===== src/spcc_defs.vh =====
`ifndef SPCC_DEFS_VH
`define SPCC_DEFS_VH

// ==========================================================
// register byte addresses
`define SPCC_ADDR_DIV1     32'h029c_0118
`define SPCC_ADDR_CMD      32'h029c_0138
`define SPCC_ADDR_STAT     32'h029c_013c
`define SPCC_ADDR_ALN      32'h029c_0140
`define SPCC_ADDR_DCHG     32'h029c_0144
`define SPCC_ADDR_DIVIDED_CLOCK_ON_STATUS   32'h029c_0150

// ==========================================================
// field positions
`define SPCC_DIV1_EN_BIT   15
`define SPCC_RATIO_MSB     4
`define SPCC_GO_BIT        0
`define SPCC_STAT_BIT      0
`define SPCC_ALN_BIT       0
`define SPCC_DCHG_BIT      0
`define SPCC_ON_BIT        0

// ==========================================================
// reset values and ratio codes
`define SPCC_RATIO_DIV2    5'h01
`define SPCC_RATIO_DIV5    5'h04
`define SPCC_RST_RATIO     5'h01
`define SPCC_RST_EN        1'b1
`define SPCC_RST_ALN       1'b1

// ==========================================================
// timing counts
`define SPCC_GO_CYCLES     8'h08

`endif


===== src/spcc_half_div.v =====
`timescale 1ns/1ns
// ==========================================================
// divide-by-two toggle for the sdram and reference clock
module spcc_half_div (
  input  wire clk,
  input  wire rst,
  input  wire tick,
  output reg  clk_half
);
  // toggle on each tick of the sampled multiplier clock, no derived clock
  always @(posedge clk or posedge rst) begin
    if (rst) begin
      clk_half <= 1'b0;
    end else if (tick) begin
      clk_half <= ~clk_half;
    end
  end
endmodule // spcc_half_div


===== src/spcc_ratio_div.v =====
`timescale 1ns/1ns
`include "spcc_defs.vh"
// ==========================================================
// programmable divider, runs on ticks of the reference clock
module spcc_ratio_div (
  input  wire       clk,
  input  wire       rst,
  input  wire       tick,
  input  wire       enable,
  input  wire       align,
  input  wire [4:0] ratio,
  output reg        div_out
);
  reg [4:0] count;

  // count 0..ratio, output high during the first half
  always @(posedge clk or posedge rst) begin
    if (rst) begin
      count   <= 5'h00;
      div_out <= 1'b0;
    end else if (!enable || align) begin
      count   <= 5'h00;
      div_out <= 1'b0;
    end else if (tick) begin
      if (count >= ratio) begin
        count <= 5'h00;
      end else begin
        count <= count + 5'h01;
      end
      div_out <= (count >= ratio) ? 1'b1 : (({count, 1'b0} + 6'h02) <= {1'b0, ratio});
    end
  end
endmodule // spcc_ratio_div


===== src/spcc_controller.v =====
`timescale 1ns/1ns
`include "spcc_defs.vh"
// ==========================================================
// Behaviour
// - halve multiplier output clock and send it to sdram controller
// - halved clock returns as reference that drives output divider
// - output divider makes the mac media clock
// - mac bus clock is a separate third clock, not the media clock
// - only multiplied mode; reference is always the halved output
// - power-on and warm reset restore every register default
// - lock lost only during power-up, held before reset done rises; here every rst, warm reset too, clears pll_locked
// - registers reached only by processor or emulator accesses
// - reserved bits read zero, writes to them ignored
// - bit 15 of divider register enables the output divider
// - ratio bits 4:0, code 1h divide two, 4h divide five
// - writing one to go bit starts go; bit stays; zero clears it
// - status bit 0 reads one while go changes the ratio
// - writing a different ratio sets flag; go applies only if flagged
// - align bit one aligns and loads ratio; zero switches immediately
module spcc_controller #(
  parameter [7:0] GO_CYCLES = `SPCC_GO_CYCLES
) (
  input  wire        clk,
  input  wire        rst,
  input  wire        multiplier_output_clock,
  input  wire        mac_bus_clock_in,
  input  wire        lock_in,
  input  wire        reg_cpu_sel,
  input  wire        reg_emu_sel,
  input  wire        reg_wr,
  input  wire        reg_rd,
  input  wire [31:0] reg_addr,
  input  wire [31:0] reg_wdata,
  output reg  [31:0] reg_rdata,
  output reg         reg_ack,
  output reg         sdram_clock_output,
  output reg         divider_reference_clock,
  output reg         mac_media_clock,
  output reg         mac_bus_clock,
  output reg         pll_locked
);

  // ==========================================================
  // state
  localparam [1:0] ST_IDLE  = 2'h0;
  localparam [1:0] ST_ALIGN = 2'h1;
  localparam [1:0] ST_RUN   = 2'h2;

  // programmer-visible state
  reg        divider_output_enable;
  reg  [4:0] ratio_field;
  reg        go_command_bit;
  reg        align_on_go_bit;
  reg        ratio_modified_flag;

  // go sequencer state
  reg  [4:0] active_ratio;
  reg        go_in_progress_flag;
  reg  [1:0] go_state;
  reg  [7:0] go_count;
  reg        align_pulse;

  // synchroniser and edge flops
  reg        lock_meta;
  reg        lock_sync;
  reg        bus_meta;
  reg        bus_sync;
  reg        mul_meta;
  reg        mul_sync;
  reg        mul_prev;
  reg        half_prev;

  // internal nets
  wire       half_clk;
  wire       div_clk;
  wire       mul_rise;
  wire       access;
  wire       wr_div;
  wire       wr_cmd;
  wire       wr_aln;
  wire       go_start;
  wire       go_done;
  wire       ref_tick;

  // ==========================================================
  // helper functions

  // exact match of a full byte address
  function spcc_hit;
    input [31:0] addr;
    input [31:0] base;
    begin
      spcc_hit = (addr == base);
    end
  endfunction

  // one flag in bit 0, reserved bits zero
  function [31:0] spcc_flag_word;
    input flag;
    begin
      spcc_flag_word = {31'h0000_0000, flag};
    end
  endfunction

  // divider word: enable, ratio, reserved bits zero
  function [31:0] spcc_div_word;
    input       en;
    input [4:0] ratio;
    begin
      spcc_div_word = {16'h0000, en, 10'h000, ratio};
    end
  endfunction

  // ==========================================================
  // address decode
  // only processor or emulator selects open the map
  assign access   = reg_cpu_sel | reg_emu_sel;
  assign wr_div   = access & reg_wr & spcc_hit(reg_addr, `SPCC_ADDR_DIV1);
  assign wr_cmd   = access & reg_wr & spcc_hit(reg_addr, `SPCC_ADDR_CMD);
  assign wr_aln   = access & reg_wr & spcc_hit(reg_addr, `SPCC_ADDR_ALN);
  assign go_start = wr_cmd & reg_wdata[`SPCC_GO_BIT];
  // last counted cycle of a go operation
  assign go_done  = (go_state == ST_RUN) && (go_count == 8'h00);

  // ==========================================================
  // pin synchronisers
  always @(posedge clk or posedge rst) begin
    if (rst) begin
      lock_meta <= 1'b0;
      lock_sync <= 1'b0;
      bus_meta  <= 1'b0;
      bus_sync  <= 1'b0;
      mul_meta  <= 1'b0;
      mul_sync  <= 1'b0;
      mul_prev  <= 1'b0;
    end else begin
      lock_meta <= lock_in;
      lock_sync <= lock_meta;
      bus_meta  <= mac_bus_clock_in;
      bus_sync  <= bus_meta;
      mul_meta  <= multiplier_output_clock;
      mul_sync  <= mul_meta;
      mul_prev  <= mul_sync;
    end
  end

  // rising edge of sampled multiplier clock
  assign mul_rise = mul_sync & ~mul_prev;

  // ==========================================================
  // halved clock; multiplied mode only, no bypass path
  spcc_half_div u_half (
    .clk      (clk),
    .rst      (rst),
    .tick     (mul_rise),
    .clk_half (half_clk)
  );

  // reference tick taken from the halved clock toggling high
  always @(posedge clk or posedge rst) begin
    if (rst) begin
      half_prev <= 1'b0;
    end else begin
      half_prev <= half_clk;
    end
  end
  assign ref_tick = half_clk & ~half_prev;

  // ==========================================================
  // output divider
  spcc_ratio_div u_div (
    .clk     (clk),
    .rst     (rst),
    .tick    (ref_tick),
    .enable  (divider_output_enable),
    .align   (align_pulse),
    .ratio   (active_ratio),
    .div_out (div_clk)
  );

  // ==========================================================
  // registers
  always @(posedge clk or posedge rst) begin
    if (rst) begin
      divider_output_enable <= `SPCC_RST_EN;
      ratio_field           <= `SPCC_RST_RATIO;
      align_on_go_bit       <= `SPCC_RST_ALN;
      go_command_bit        <= 1'b0;
      ratio_modified_flag   <= 1'b0;
    end else begin
      if (wr_div) begin
        divider_output_enable <= reg_wdata[`SPCC_DIV1_EN_BIT];
        ratio_field           <= reg_wdata[`SPCC_RATIO_MSB:0];
      end
      if (wr_aln) begin
        align_on_go_bit <= reg_wdata[`SPCC_ALN_BIT];
      end
      if (wr_cmd) begin
        go_command_bit <= reg_wdata[`SPCC_GO_BIT];
      end
      // a new ratio write outranks the completion clear
      if (wr_div && reg_wdata[`SPCC_RATIO_MSB:0] != ratio_field) begin
        ratio_modified_flag <= 1'b1;
      end else if (go_done) begin
        ratio_modified_flag <= 1'b0;
      end
    end
  end

  // ==========================================================
  // go sequencer
  always @(posedge clk or posedge rst) begin
    if (rst) begin
      go_state            <= ST_IDLE;
      go_count            <= 8'h00;
      go_in_progress_flag <= 1'b0;
      active_ratio        <= `SPCC_RST_RATIO;
      align_pulse         <= 1'b0;
    end else begin
      align_pulse <= 1'b0;
      case (go_state)
        ST_IDLE: begin
          if (go_start) begin
            go_in_progress_flag <= 1'b1;
            go_count            <= GO_CYCLES;
            if (align_on_go_bit) begin
              go_state <= ST_ALIGN;
            end else begin
              if (ratio_modified_flag) begin
                active_ratio <= ratio_field;
              end
              go_state <= ST_RUN;
            end
          end
        end
        ST_ALIGN: begin
          align_pulse <= 1'b1;
          if (ratio_modified_flag) begin
            active_ratio <= ratio_field;
          end
          go_state <= ST_RUN;
        end
        ST_RUN: begin
          if (go_done) begin
            go_in_progress_flag <= 1'b0;
            go_state            <= ST_IDLE;
          end else begin
            go_count <= go_count - 8'h01;
          end
        end
        default: begin
          go_state <= ST_IDLE;
        end
      endcase
    end
  end

  // ==========================================================
  // read path, one cycle answer, unmapped reads zero
  always @(posedge clk or posedge rst) begin
    if (rst) begin
      reg_rdata <= 32'h0000_0000;
      reg_ack   <= 1'b0;
    end else begin
      reg_ack   <= access & (reg_rd | reg_wr);
      reg_rdata <= 32'h0000_0000;
      if (access && reg_rd) begin
        case (reg_addr)
          `SPCC_ADDR_DIV1:   reg_rdata <= spcc_div_word(divider_output_enable, ratio_field);
          `SPCC_ADDR_CMD:    reg_rdata <= spcc_flag_word(go_command_bit);
          `SPCC_ADDR_STAT:   reg_rdata <= spcc_flag_word(go_in_progress_flag);
          `SPCC_ADDR_ALN:    reg_rdata <= spcc_flag_word(align_on_go_bit);
          `SPCC_ADDR_DCHG:   reg_rdata <= spcc_flag_word(ratio_modified_flag);
          `SPCC_ADDR_DIVIDED_CLOCK_ON_STATUS: reg_rdata <= spcc_flag_word(divider_output_enable);
          default:           reg_rdata <= 32'h0000_0000;
        endcase
      end
    end
  end

  // ==========================================================
  // registered clock outputs
  always @(posedge clk or posedge rst) begin
    if (rst) begin
      sdram_clock_output      <= 1'b0;
      divider_reference_clock <= 1'b0;
      mac_media_clock         <= 1'b0;
      mac_bus_clock           <= 1'b0;
      pll_locked              <= 1'b0;
    end else begin
      sdram_clock_output      <= half_clk;
      divider_reference_clock <= half_clk;
      mac_media_clock         <= div_clk;
      mac_bus_clock           <= bus_sync;
      pll_locked              <= lock_sync;
    end
  end
endmodule // spcc_controller


===== config.mk =====
export PLATFORM = sky130hd
export DESIGN_NAME = spcc_controller
export DESIGN_NICKNAME = d
export VERILOG_FILES = /design/src/spcc_half_div.v /design/src/spcc_ratio_div.v /design/src/spcc_controller.v
export VERILOG_INCLUDE_DIRS = /design/src
export SDC_FILE = /design/constraint.sdc
export NUM_CORES = 1
export LEC_CHECK = 0
export BUFFER_PORTS_ARGS = -buffer_cell sky130_fd_sc_hd__buf_2
export CORE_MARGIN = 2
export CORE_UTILIZATION = 53
export CTS_CLUSTER_DIAMETER = 30
export DETAILED_ROUTE_END_ITERATION = 12
export PLACE_DENSITY_LB_ADDON = 0.08
export SLEW_MARGIN = 20
export SYNTH_ARGS = -nofsm -noshare
export SYNTH_HDL_FRONTEND = slang
export SYNTH_SLANG_ARGS = --single-unit

===== constraint.sdc =====
create_clock -name clk -period 3.4 [get_ports clk]
set_clock_uncertainty 0.15 [all_clocks]
set_input_delay 0.17 -clock clk [delete_from_list [all_inputs] [get_ports clk]]
set_output_delay 0.17 -clock clk [all_outputs]
set_load 0.05 [all_outputs]

== After elaboration in Yosys (flattened, before gate mapping) ==
Cells that the tools add are included.
Word-level totals
  input port bits: 73
  output and inout bits: 38
  word-level logic and storage cells: 96
  bits in registers: 77
Cells by class
  equal/unequal tests: 13
  reductions and logical operators: 15
  $lt $le $gt $ge: 2
  mux-type cells: 24
  bitwise gates (word level): 13
  $add $sub $neg: 3
Operator list (count)
  $eq A32 B26 Y1 const B: 6
  $pmux W16 S6: 1
  $mux W5: 6
  $mux W16: 1
  $mux W8: 2
  $pmux W8 S2: 1
  $pmux W5 S2: 1
  $reduce_and A3 Y1: 3
  $and A1 B1 Y1: 8
  $logic_not A8 Y1: 1
  $ne A2 B2 Y1 const B: 4
  $reduce_bool A2 Y1: 4
  $sub A8 B1 Y8 const B: 1
  $mux W1: 7
  $add A6 B2 Y6 const B: 1
  $le A6 B5 Y1: 1
  $mux W2: 3
  $pmux W2 S3: 1
  $add A5 B1 Y5 const B: 1
  $ge A5 B5 Y1: 1
  $ne A5 B5 Y1: 1
  $logic_and A1 B1 Y1: 3
  $not A1 Y1: 3
  $eq A2 B1 Y1 const B: 1
  other kinds (7): 8

== Longest topological paths before layout ==
Gate-level depths: netlist (run 1).
  depth after elaboration: 6
  mapped depth: 7
  mapped depth without buffers: 7

== Cells and area by module ==
From an unflattened synthesis (run 1), not the netlist that was laid out.
Second synthesis, totals
  cell total of the unflattened synthesis: 257
  area, all modules: 2752.6 µm²
By module, submodules not included
  spcc_controller: cells an instance 196, area an instance 2175.8 µm², times used 1, seq. area each 1106.1 µm²
  spcc_ratio_div: cells an instance 58, area an instance 539.3 µm², times used 1, seq. area each 150.1 µm²
  spcc_half_div: cells an instance 3, area an instance 37.5 µm², times used 1, seq. area each 25.0 µm²

== Worst setup path after synthesis (run 1) ==
OpenSTA, ideal clock, no wires.
  path kind: reg2reg
  from: reg u_div.count[4]
  to: reg u_div.div_out
  library setup time: 0.123 ns
  clock period less this slack: 2.252 ns
  stages on the path, launching flop included: 5
  arrival time: 1.980 ns
  data required time: 3.127 ns
  slack: 1.148 ns
  path buffers: 0
  cells stage by stage: dfrtp_1 ha_1 a2111oi_0 o21ai_0 o221a_2
On the way
  longest elaborated chain between the ends: 5
  elaborated cells on any way between the ends: 6
  classes of those cells: 1 x add/sub; 2 x order compare; 3 x mux
RTL lines
  start: declaration: line spcc_ratio_div.v:14  | reg [4:0] count;
  start signal: assignment: line spcc_ratio_div.v:28  | count <= count + 5'h01;
  $add A6 B2 Y6: line spcc_ratio_div.v:30  | div_out <= (count >= ratio) ? 1'b1 : (({count, 1'b0} + 6'h02) <= {1'b0, ratio});
  $le A6 B5 Y1: line spcc_ratio_div.v:30
  $mux W1 *: line spcc_ratio_div.v:30
  $mux W1 *: line spcc_ratio_div.v:24  | end else if (tick) begin
  $mux W1 *: line spcc_ratio_div.v:21  | end else if (!enable || align) begin
  end signal: assignment: line spcc_ratio_div.v:30
  end: declaration: line spcc_ratio_div.v:12  | output reg div_out
Mark *: on every way between the ends. The rest lies on a longest branch, timed or not. The select of a mux whose other input is x is not followed.
A chain may end at the register's enable or synchronous reset.

== Worst setup path after layout (run 1) ==
  from: in reg_addr[7]
  to: reg ratio_field[2]
On the way
  longest elaborated chain between the ends: 2
RTL lines
  start: declaration: line spcc_controller.v:32  | input wire [31:0] reg_addr,
  $eq A32 B26 Y1
  $and A1 B1 Y1: line spcc_controller.v:118  | assign wr_div = access & reg_wr & spcc_hit(reg_addr, `SPCC_ADDR_DIV1);
  end signal: assignment: line spcc_controller.v:186  | ratio_field <= `SPCC_RST_RATIO;
  end signal: assignment: line spcc_controller.v:193  | ratio_field <= reg_wdata[`SPCC_RATIO_MSB:0];
  end: declaration: line spcc_controller.v:51  | reg [4:0] ratio_field;
No other way between the ends.

==> results.md, run 1 <==
* Run status: finished, final reports clean
* Clock Root Buffer: sky130_fd_sc_hd__clkbuf_8
* Crit path largest cell delay at 610 ps
* Number of flops mapped to enable cells by yosys at 0
* Number of maximum-capacitance constraint violations at 0
* Die height at 77.54 um
* H-tree depth at 2
* Setup TNS at 0 ps
* CTS resizes at 0
* CP required at 3460 ps
* Cell Rows at 26
* Overflow after GRT at 0
* DRC at 0
* Wire per inst at 13.22 um
* Critical path class: in -> reg
* Wire length on met1 at 2601 um
* First-pass iteration count of the detailed router at 4
* Highest attainable clock frequency at 0.4643 GHz
* Pin count of the biggest net entering global routing at 52
* Area Growth Syn to Fin at 16.98%
* Count of pins over their slew limit at 0
* Share of cell area taken by muxes after synthesis at 0.03885
* Sequential share of the synthesized area at 0.4470
* Logic pwr share at 0.182
* Worst relative slew slack at 0.4194
* Compound-gate portion of the synthesized area at 0.1213
* CTS Buffer Depth at 2
* Combinational family with the most area after synthesis: simple AND/OR/NAND/NOR gates
* Final hold slack at 28.82 ps
* Drt total wl at 5498 um
* Source-to-sink clock delay at the later pin of the worst-skew pair at 310 ps
* # diodes at 0
* Shortest clock period the worst path allows after layout at 2154 ps
* Setup Viol. Count Final at 0
* Share of the clock period used by the worst path at 0.6335
* Sw Pwr at 390.5 uW
* Count of distinct cell types in the synthesized netlist at 53
* RSZ-0062 raised after global routing: false
* Synth Area in Adders at 0.05238
* Total power density per cell area at 388.3 nW/um2
* Async set-reset flop share out of synthesis at 1.000
* TritonCTS clock tree: done
* Antenna violations before repair at 0
* Source of the critical timing path: reg_addr[7]
* Wire length of the first global-routing pass at 9197 um
* Average vias per placed instance at 5.257
* Detailed Route Iter0 Violations at 78
* Number of nets in the finished design at 430
* Fraction of final layout cells sized beyond drive strength 1 at 0.2514
* Cell with the biggest individual delay on the critical path: sky130_fd_sc_hd__or4b_4
* Worst-Margin Slew at 871.0 ps
* Post-synth top flop: sky130_fd_sc_hd__dfrtp_1
* Element type at the critical path start: input pin
* DR top layer: met4
* Arrival time of data at the critical path endpoint at 2210 ps
* Remaining antenna violation count after routing at 0
* Total design power at 1.302 mW
* Vias at 2187
* Max IR drop VDD at 0.2615 mV
* TritonCTS sink count at 51
* Reg-to-Reg Start: u_div.count[2]
* Clock power frac at 0.329
* Hold Fails Final Rpt at 0
* Leakage dissipation at 1.612 nW
* Initial standard-cell utilization of the core at 0.5542
* Netlist area before placement at 2866 um2
* Buffers on Ports at 58
* CORE AREA at 5172 um2
* Clock-pin slew of the registers on the worst-case setup and hold paths at 100 ps
* Die outline area at 6012 um2
* Critical path capture point type: register
* Hold Startpoint: reg_wdata[0]
* Syn Area/Cell at 10.46 um2
* Final weighted congestion in routability-driven placement at 0.8175
* Internal power of the cells at 911.5 uW
* Core utilization of the finished layout at 0.6483
* Cells after Synth at 274
* Met2 wire length at 2527 um
* Ports placed on the boundary at 111
* Buffer count from post-CTS setup fixing at 0
* Number of storage elements in the synthesis netlist at 51
* Type of the tightest min-delay check: in -> reg
* Max Fanout on Critical Path at 10
* Filler cell count in the final layout at 425
* Net switching fraction of the power at 0.2999
* Synth warn at 0
* Vias in the first global route at 1985
* Part of the total power dissipated in sequential elements at 0.488
* Simple-Gate Fraction of Synth Area at 0.1934
* Placed wire-length estimate after detailed placement at 4025 um
* Tot GR Track Use at 0.1905
* XOR/XNOR share of the synthesized area at 0.03667
* Number of buffers created by CTS at 5
* Cells along the critical path: buf_2, nand4bb_1, or4b_4, nor4_4, mux2_2
* Routed length on met3 at 308 um
* Overall die width at 77.54 um
## cells in the mapped netlist, types with 7 or more instances
master | n | share of area
sky130_fd_sc_hd__dfrtp_1 | 47 | 0.41
sky130_fd_sc_hd__buf_4 | 27 | 0.071
sky130_fd_sc_hd__inv_1 | 22 | 0.029
sky130_fd_sc_hd__nand2_1 | 13 | 0.017
sky130_fd_sc_hd__ha_1 | 12 | 0.052
sky130_fd_sc_hd__mux2_2 | 9 | 0.035
sky130_fd_sc_hd__nor2_1 | 9 | 0.012
sky130_fd_sc_hd__nor4_1 | 9 | 0.020
sky130_fd_sc_hd__nor2b_1 | 8 | 0.017
sky130_fd_sc_hd__o21ai_0 | 8 | 0.014
sky130_fd_sc_hd__nand2b_1 | 7 | 0.015
## cell usage in the layout, fill, tap and decap left out, drive strengths merged, types with 2 or more instances in the layout
| cell | n |
|---|---|
| o21ai | 8 |
| a31oi | 2 |
| and4 | 4 |
| clkbuf | 5 |
| nor3 | 4 |
| a32oi | 6 |
| a21o | 2 |
| ha | 12 |
| conb | 26 |
| nand2 | 13 |
| mux2 | 9 |
| and2 | 6 |
| and3 | 2 |
| nand4 | 4 |
| o31ai | 5 |
| xor2 | 6 |
| nor2 | 9 |
| o2111ai | 5 |
| nor4 | 10 |
| buf | 59 |
| o211ai | 2 |
| inv | 22 |
| xnor2 | 6 |
| nor2b | 8 |
| nand3b | 2 |
| dfrtp | 47 |
| a21oi | 5 |
| nand3 | 6 |
| clkinv | 2 |
| dlygate4sd3 | 12 |
| or3 | 2 |
| nand4bb | 2 |
| nand2b | 7 |
| dfstp | 4 |
| nor4b | 5 |
## cells by family after synthesis
kind of cell / after synthesis
buf+inv: 54
compound gates: 46
flops: 51
mux: 10
xor+xnor: 12
simple gates: 88
fa+ha+maj: 12
other cells: 1
## sequential cells by signal, summed over array words and instances (netlist names), 2 cells and up
name          count
ratio_field       5
active_ratio      5
u_div.count       5
go_count          8
go_state          2
reg_rdata         6
## metal layers
layer  vias to the layer above  global-route usage
met4                         0             0.05179
met1                      1013              0.2639
li1                       1083                   -
met2                        85              0.3026
met3                         6             0.04302
met5                         -                   0
## power by group through the flow
| stage | clock, mW | sequential [mW] | combinational (mW) |
|---|---|---|---|
| finish | 0.429 | 0.636 | 0.237 |
| global placement | 0 | 0.647 | 0.224 |
| floorplan | 0 | 0.675 | 0.164 |
| CTS | 0.443 | 0.636 | 0.238 |
| detailed placement | 0 | 0.648 | 0.226 |
| global route | 0.467 | 0.640 | 0.253 |
## critical path: cells and delay by family
kind	cells	cell delay, ps
and+or+nand+nor	3	1540
buffers and inverters	1	100
muxes	1	400
## stage by stage
stage	std cells	setup WS (ps)	instance area [um2]
after CTS	416	1262	3352
after floorplan	299	1148	2960
final	416	1246	3353
after global placement	396	938.7	3115
after global routing	416	1160	3353
after detailed placement	396	922.4	3115
## area by class of cell
class,count,area [um2],share of cell area
multi-input combinational,194,1366,0.4075
sequential,51,1281,0.3821
timing repair buffer,71,417.9,0.1246
tap,70,87.58,0.02612
inverter,22,83.83,0.02500
clock buffer,5,68.82,0.02052
clock inverter,3,47.55,0.01418
## final timing paths
check	depth (start not counted)	endpoint	slack, ps
setup / recovery	5	ratio_field[2]	1250
hold / removal	3	go_state[0]	30
setup reg to reg	5	u_div.div_out	1350
hold reg to reg	0	bus_sync	210
max in group asynchronous	3	go_count[3]	2180
min in group asynchronous	3	go_count[5]	400
## what timing repair did
| item | 4_1_cts | 5_1_grt |
|---|---|---|
| endpoints found under the setup margin | 0 | 0 |
| endpoints found under the hold margin | 11 | 0 |
| hold buffers | 12 | 0 |
No activity file was read; power rests on OpenSTA's default activity.
==> run 2: changes to the inputs <==
--- a/config.mk
+++ b/config.mk
@@ -8,7 +8,7 @@
 export LEC_CHECK = 0
 export BUFFER_PORTS_ARGS = -buffer_cell sky130_fd_sc_hd__buf_2
 export CORE_MARGIN = 2
-export CORE_UTILIZATION = 53
+export CORE_UTILIZATION = 44
 export CTS_CLUSTER_DIAMETER = 30
 export DETAILED_ROUTE_END_ITERATION = 12
 export PLACE_DENSITY_LB_ADDON = 0.08
==> constraint.sdc (replaced) <==
create_clock -name clk -period 1.9 [get_ports clk]
set_clock_uncertainty 0.15 [all_clocks]
set_input_delay 0.095 -clock clk [delete_from_list [all_inputs] [get_ports clk]]
set_output_delay 0.095 -clock clk [all_outputs]
set_load 0.05 [all_outputs]
==> results.md, run 2 (synthesized netlist as in run 1, its figures left out) <==
* Run status: finished, final reports clean
* Number of nets in the finished design at 456 (+6.0%)
* Number of buffers created by CTS at 5 (unchanged)
* Total power density per cell area at 615.6 nW/um2 (+59%)
* Number of maximum-capacitance constraint violations at 0 (unchanged)
* CTS Buffer Depth at 2 (unchanged)
* Cell mode on critical path: sky130_fd_sc_hd__buf_4
* Largest registers: go_count x8, reg_rdata x6
* Leading cell type in the layout, fill and taps excluded: sky130_fd_sc_hd__buf_2
* Die height at 84.72 um (+9.3%)
* End of the worst register-to-register path: u_div.div_out
* Drt total wl at 5697 um (+3.6%)
* Highest attainable clock frequency at 0.5442 GHz
* Type of the tightest min-delay check: in -> reg
* Crit path largest cell delay at 450 ps (-160 ps)
* Filler cell count in the final layout at 572 (+35%)
* Most flop-heavy register: go_count
* Vias in the first global route at 2247 (+13%)
* Average vias per placed instance at 5.120 (-2.6%)
* Critical path capture point type: register
* CP required at 1940 ps (-1520 ps)
* Wire length of the first global-routing pass at 9715 um (+5.6%)
* Clock-pin slew of the registers on the worst-case setup and hold paths at 90 ps (about the same)
* Setup Viol. Count Final at 0 (unchanged)
* Shortest clock period the worst path allows after layout at 1838 ps
* Placed wire-length estimate after detailed placement at 4325 um (+7.4%)
* First-pass iteration count of the detailed router at 4 (unchanged)
* Tot GR Track Use at 0.1647 (-0.02575)
* Detailed Route Iter0 Violations at 93 (+19%)
* H-tree depth at 2 (unchanged)
* TritonCTS sink count at 51 (unchanged)
* Final weighted congestion in routability-driven placement at 0.7910 (-3.2%)
* # diodes at 0 (unchanged)
* RSZ-0062 raised after global routing: true
* Arrival time of data at the critical path endpoint at 1880 ps (-330 ps)
* Initial standard-cell utilization of the core at 0.4540 (-0.1002)
* Cells along the critical path: buf_4, ha_1, a21o_1, a31oi_1, buf_4, o21ai_0, o221a_2
* Commonest cells after routing, fill and taps aside: sky130_fd_sc_hd__buf_2, sky130_fd_sc_hd__dfrtp_1, sky130_fd_sc_hd__conb_1, sky130_fd_sc_hd__buf_4, sky130_fd_sc_hd__inv_1
* Number of cells on the worst reg-to-reg path at 7 (+2)
* Cell with the biggest individual delay on the critical path: sky130_fd_sc_hd__dfrtp_2
* Element type at the critical path start: register
* Wire per inst at 12.69 um (-4.0%)
* Hold Fails Final Rpt at 0 (unchanged)
* Core utilization of the finished layout at 0.5799 (-0.06842)
* Count of pins over their slew limit at 0 (unchanged)
* Max IR drop VDD at 0.5535 mV (+110%)
* Overflow after GRT at 0 (unchanged)
* TritonCTS clock tree: done
* Fraction of final layout cells sized beyond drive strength 1 at 0.3387 (+0.08726)
* Post-place instance area at 3301 um2 (+5.9%)
* Remaining antenna violation count after routing at 0 (unchanged)
* Max Fanout on Critical Path at 6 (-4)
* Die outline area at 7177 um2 (+19%)
* Leakage dissipation at 1.730 nW (+7.3%)
* Overall die width at 84.72 um (+9.3%)
* Critical path class: reg -> reg
* Max reg flops at 8 (unchanged)
* DRC at 0 (unchanged)
* Share of the clock period used by the worst path at 0.9672
* CORE AREA at 6314 um2 (+22%)
* Non-Filler Cell Area, Final at 3661 um2 (+9.2%)
* Clock Root Buffer: sky130_fd_sc_hd__clkbuf_8
* Setup TNS at 0 ps (unchanged)
* Area Growth Syn to Fin at 27.72%
* Pin count of the biggest net entering global routing at 29 (-44%)
* Setup slack of the worst register-to-register path at 60 ps (-1290 ps)
* Reg-to-Reg Start: u_div.count[1]
* Source-to-sink clock delay at the later pin of the worst-skew pair at 300 ps (about the same)
* Antenna violations before repair at 0 (unchanged)
* Worst-Margin Slew at 513.6 ps (-357.4 ps)
* Ports placed on the boundary at 111 (unchanged)
* Worst relative slew slack at 0.6571 (+0.2378)
* Endpoint of the worst hold-timing path: go_state[0]
* Hold Path Depth at 4 (+1)
* Hold Startpoint: reg_addr[0]
* Cell Rows at 29 (+12%)
* Buffers plus inverters on the worst setup path at 2 (+1)
* Vias at 2299 (+5.1%)
* Buffers on Ports at 58 (unchanged)
* Family with the most delay on the worst path: compound AO/OA/AOI/OAI gates
==> run 2: cell type report <==
cell class	instances	area, um2	area share
Multi-Input combinational cell	194	1463	0.3995
Sequential cell	51	1284	0.3506
Timing Repair Buffer	97	636.9	0.1740
Tap cell	77	96.34	0.02632
Clock buffer	6	82.58	0.02256
Inverter	22	82.58	0.02256
Clock inverter	2	16.27	0.004443
==> run 2: worst max-delay path by stage <==
| stage | from | end | slack [ps] | cells past startpoint |
|---|---|---|---|---|
| 3_5_place_dp | reg_addr[11] | ratio_field[3] | -50 | 6 |
| 4_1_cts | active_ratio[4] | u_div.count[2] | 0.4 | 6 |
| 6_report | u_div.count[1] | u_div.div_out | 60 | 7 |
| 5_1_grt | u_div.count[0] | u_div.div_out | -30 | 7 |
| 3_3_place_gp | reg_addr[11] | ratio_field[4] | 10 | 6 |
| 2_1_floorplan | reg_addr[7] | ratio_field[1] | 40 | 5 |
==> run 2: layer usage <==
metal | wire, um | share of wire | vias to the layer above | global-route usage
met3 | 301 | 0.053 | 5 | 0.03048
met4 | 45 | 0.0079 | 0 | 0.03896
met2 | 2690 | 0.47 | 85 | 0.2785
met1 | 2660 | 0.47 | 1079 | 0.2202
li1 | - | - | 1130 | -
met5 | 0 | 0 | - | 0
==> run 2: through the flow <==
| stage | total power [mW] | instances | setup WS (ps) | hold WS, ps |
|---|---|---|---|---|
| detailed placement | 1.583 | 424 | -52.36 | 13.50 |
| global route | 2.367 | 449 | -32.94 | 38.24 |
| floorplan | 1.514 | 299 | 38.85 | -23.57 |
| finish | 2.254 | 449 | 62.39 | 15.78 |
| CTS | 2.267 | 447 | 0.3693 | 9.780 |
| global placement | 1.581 | 424 | 11.00 | 5.678 |
==> run 2: timing repair <==
item | 4_1_cts | 5_1_grt
hold buffers | 15 | 0
endpoints found under the setup margin | 1 | 5
pin swaps | 1 | 9
hold endpoints to repair | 37 | 0
gates resized for setup | 1 | 18
setup buffers | 0 | 2
==> run 2: worst min-delay path: cells and delay by family <==
family | cells | cell delay [ps]
buf+inv | 1 | 100
simple gates | 3 | 240
==> run 2: report_power, final <==
group / switching, mW / internal [mW] / total, mW
Clock: 0.355 / 0.298 / 0.653
Combinational: 0.318 / 0.141 / 0.459
Sequential: 0.0243 / 1.12 / 1.14
==> run 3: changes to the inputs <==
--- a/config.mk
+++ b/config.mk
@@ -12,6 +12,7 @@
 export CTS_CLUSTER_DIAMETER = 30
 export DETAILED_ROUTE_END_ITERATION = 12
 export PLACE_DENSITY_LB_ADDON = 0.08
+export RECOVER_POWER = 50
 export SLEW_MARGIN = 20
 export SYNTH_ARGS = -nofsm -noshare
 export SYNTH_HDL_FRONTEND = slang
==> results.md, run 3 (synthesized netlist as in run 1, its figures left out) <==
* Hold Fails Final Rpt at 0 (unchanged)
* Max IR drop VDD at 0.5524 mV (-0.20%)
* Buffers on Ports at 58 (unchanged)
* Vias at 2290 (-0.39%)
* Filler cell count in the final layout at 577 (+0.87%)
* Number of buffers created by CTS at 5 (unchanged)
* Detailed Route Iter0 Violations at 91 (-2.2%)
* RSZ-0062 raised after global routing: true
* Max reg flops at 8 (unchanged)
* Source-to-sink clock delay at the later pin of the worst-skew pair at 300 ps (about the same)
* Commonest cells after routing, fill and taps aside: sky130_fd_sc_hd__buf_2, sky130_fd_sc_hd__dfrtp_1, sky130_fd_sc_hd__conb_1, sky130_fd_sc_hd__buf_4, sky130_fd_sc_hd__inv_1
* Setup Viol. Count Final at 0 (unchanged)
* Crit path largest cell delay at 450 ps (about the same)
* Max Fanout on Critical Path at 6 (unchanged)
* Cell Rows at 29 (unchanged)
* Worst relative slew slack at 0.3791 (-0.2780)
* Ports placed on the boundary at 111 (unchanged)
* Die height at 84.72 um (unchanged)
* Overall die width at 84.72 um (unchanged)
* Highest attainable clock frequency at 0.5442 GHz (unchanged)
* Number of maximum-capacitance constraint violations at 0 (unchanged)
* Die outline area at 7177 um2 (unchanged)
* Total area of multi-input combinational cells at 1463 um2 (unchanged)
* TritonCTS sink count at 51 (unchanged)
* Leakage dissipation at 1.699 nW (-1.8%)
* Most flop-heavy register: go_count
* Worst-Margin Slew at 930.3 ps (+416.7 ps)
* DRC at 0 (unchanged)
* # diodes at 0 (unchanged)
* Placed wire-length estimate after detailed placement at 4325 um (unchanged)
* Cells along the critical path: buf_4, ha_1, a21o_1, a31oi_1, buf_4, o21ai_0, o221a_2
* Tot GR Track Use at 0.1647 (unchanged)
* Initial standard-cell utilization of the core at 0.4540 (unchanged)
* Pin count of the biggest net entering global routing at 29 (unchanged)
* CP required at 1940 ps (about the same)
* First-pass iteration count of the detailed router at 4 (unchanged)
* Critical path class: reg -> reg
* Clock Root Buffer: sky130_fd_sc_hd__clkbuf_8
* CORE AREA at 6314 um2 (unchanged)
* Share of the clock period used by the worst path at 0.9672 (unchanged)
* Remaining antenna violation count after routing at 0 (unchanged)
* Family with the most delay on the worst path: compound AO/OA/AOI/OAI gates
* Setup TNS at 0 ps (unchanged)
* Element type at the critical path start: register
* Wire per inst at 12.72 um (+0.23%)
* Fraction of final layout cells sized beyond drive strength 1 at 0.3145 (-0.02419)
* Vias in the first global route at 2247 (unchanged)
* Buffers plus inverters on the worst setup path at 2 (unchanged)
* FF+latch area at 1284 um2 (unchanged)
* Total power density per cell area at 617.0 nW/um2 (+0.24%)
* Clock-pin slew of the registers on the worst-case setup and hold paths at 90 ps (about the same)
* Critical path capture point type: register
* Overflow after GRT at 0 (unchanged)
* Wire length of the first global-routing pass at 9715 um (unchanged)
* Antenna violations before repair at 0 (unchanged)
* Number of nets in the finished design at 456 (unchanged)
* TritonCTS clock tree: done
* Average vias per placed instance at 5.100 (-0.39%)
* CTS Buffer Depth at 2 (unchanged)
* Arrival time of data at the critical path endpoint at 1880 ps (about the same)
* Largest registers: go_count x8, reg_rdata x6
* Total design power at 2.253 mW (about the same)
* Leading cell type in the layout, fill and taps excluded: sky130_fd_sc_hd__buf_2
* Area Growth Syn to Fin at 27.37%
* Run status: finished, final reports clean
* Drt total wl at 5710 um (+0.23%)
* Final weighted congestion in routability-driven placement at 0.7910 (unchanged)
* Cell with the biggest individual delay on the critical path: sky130_fd_sc_hd__dfrtp_2
* H-tree depth at 2 (unchanged)
* Type of the tightest min-delay check: in -> reg
* Cell mode on critical path: sky130_fd_sc_hd__buf_4
* Count of pins over their slew limit at 0 (unchanged)
* Shortest clock period the worst path allows after layout at 1838 ps (unchanged)
## run 3: metrics by stage
| stage | hold WS (ps) | cell area, um2 | worst slack, ps | instances | utilization |
|---|---|---|---|---|---|
| 2_1_floorplan | -23.57 | 2967 | 38.85 | 299 | - |
| 4_1_cts | 9.780 | 3552 | 0.3693 | 447 | 0.5626 |
| 5_1_grt | 38.24 | 3651 | -32.94 | 449 | 0.5783 |
| 6_report | 15.83 | 3651 | 62.39 | 449 | 0.5783 |
| 3_5_place_dp | 13.50 | 3301 | -52.36 | 424 | 0.5228 |
| 3_3_place_gp | 5.678 | 3301 | 11.00 | 424 | 0.5228 |
## run 3: routing by layer
metal  up-vias  routed length, um  global-route usage
met5         -                  0                   0
met4         0                 45             0.03896
met3         5                308             0.03048
met2        87               2686              0.2785
met1      1068               2669              0.2202
li1       1130                  -                   -
## run 3: cell type report
class	instances	share of cell area
inverters	22	0.02262
multi-input cells	194	0.4006
clock buffers	6	0.02262
clock inverters	2	0.004455
repair buffers	97	0.1717
flip-flops and latches	51	0.3516
well taps	77	0.02639
## run 3: worst min-delay path, stage by stage
cell and delay (ps):
sky130_fd_sc_hd__buf_2 100, sky130_fd_sc_hd__nor4b_1 60, sky130_fd_sc_hd__nand4_1 120, sky130_fd_sc_hd__nor4_1 60
## run 3: what timing repair did
| item | CTS | global route |
|---|---|---|
| setup endpoints to repair | 1 | 5 |
| buffers inserted | 0 | 2 |
| resized for setup | 1 | 18 |
| hold buffers | 15 | 0 |
| cloned | 0 | 0 |
| hold endpoints to repair | 37 | 0 |
| pin swaps | 1 | 9 |
## run 3: report_power, final
part	total (mW)	switching, mW	internal (mW)
combinational	0.458	0.318	0.141
sequential	1.14	0.0244	1.12
clock	0.652	0.355	0.298
## run 3: final timing paths
check / depth (start not counted) / startpoint / endpoint / slack, ps
max: 7 / u_div.count[1] / u_div.div_out / 60
min: 4 / reg_addr[0] / go_state[0] / 20
max reg2reg: 7 / u_div.count[1] / u_div.div_out / 60
min reg2reg: 0 / lock_meta / lock_sync / 210
max in group asynchronous: 4 / rst / active_ratio[0] / 480
min in group asynchronous: 3 / rst / mac_bus_clock / 380
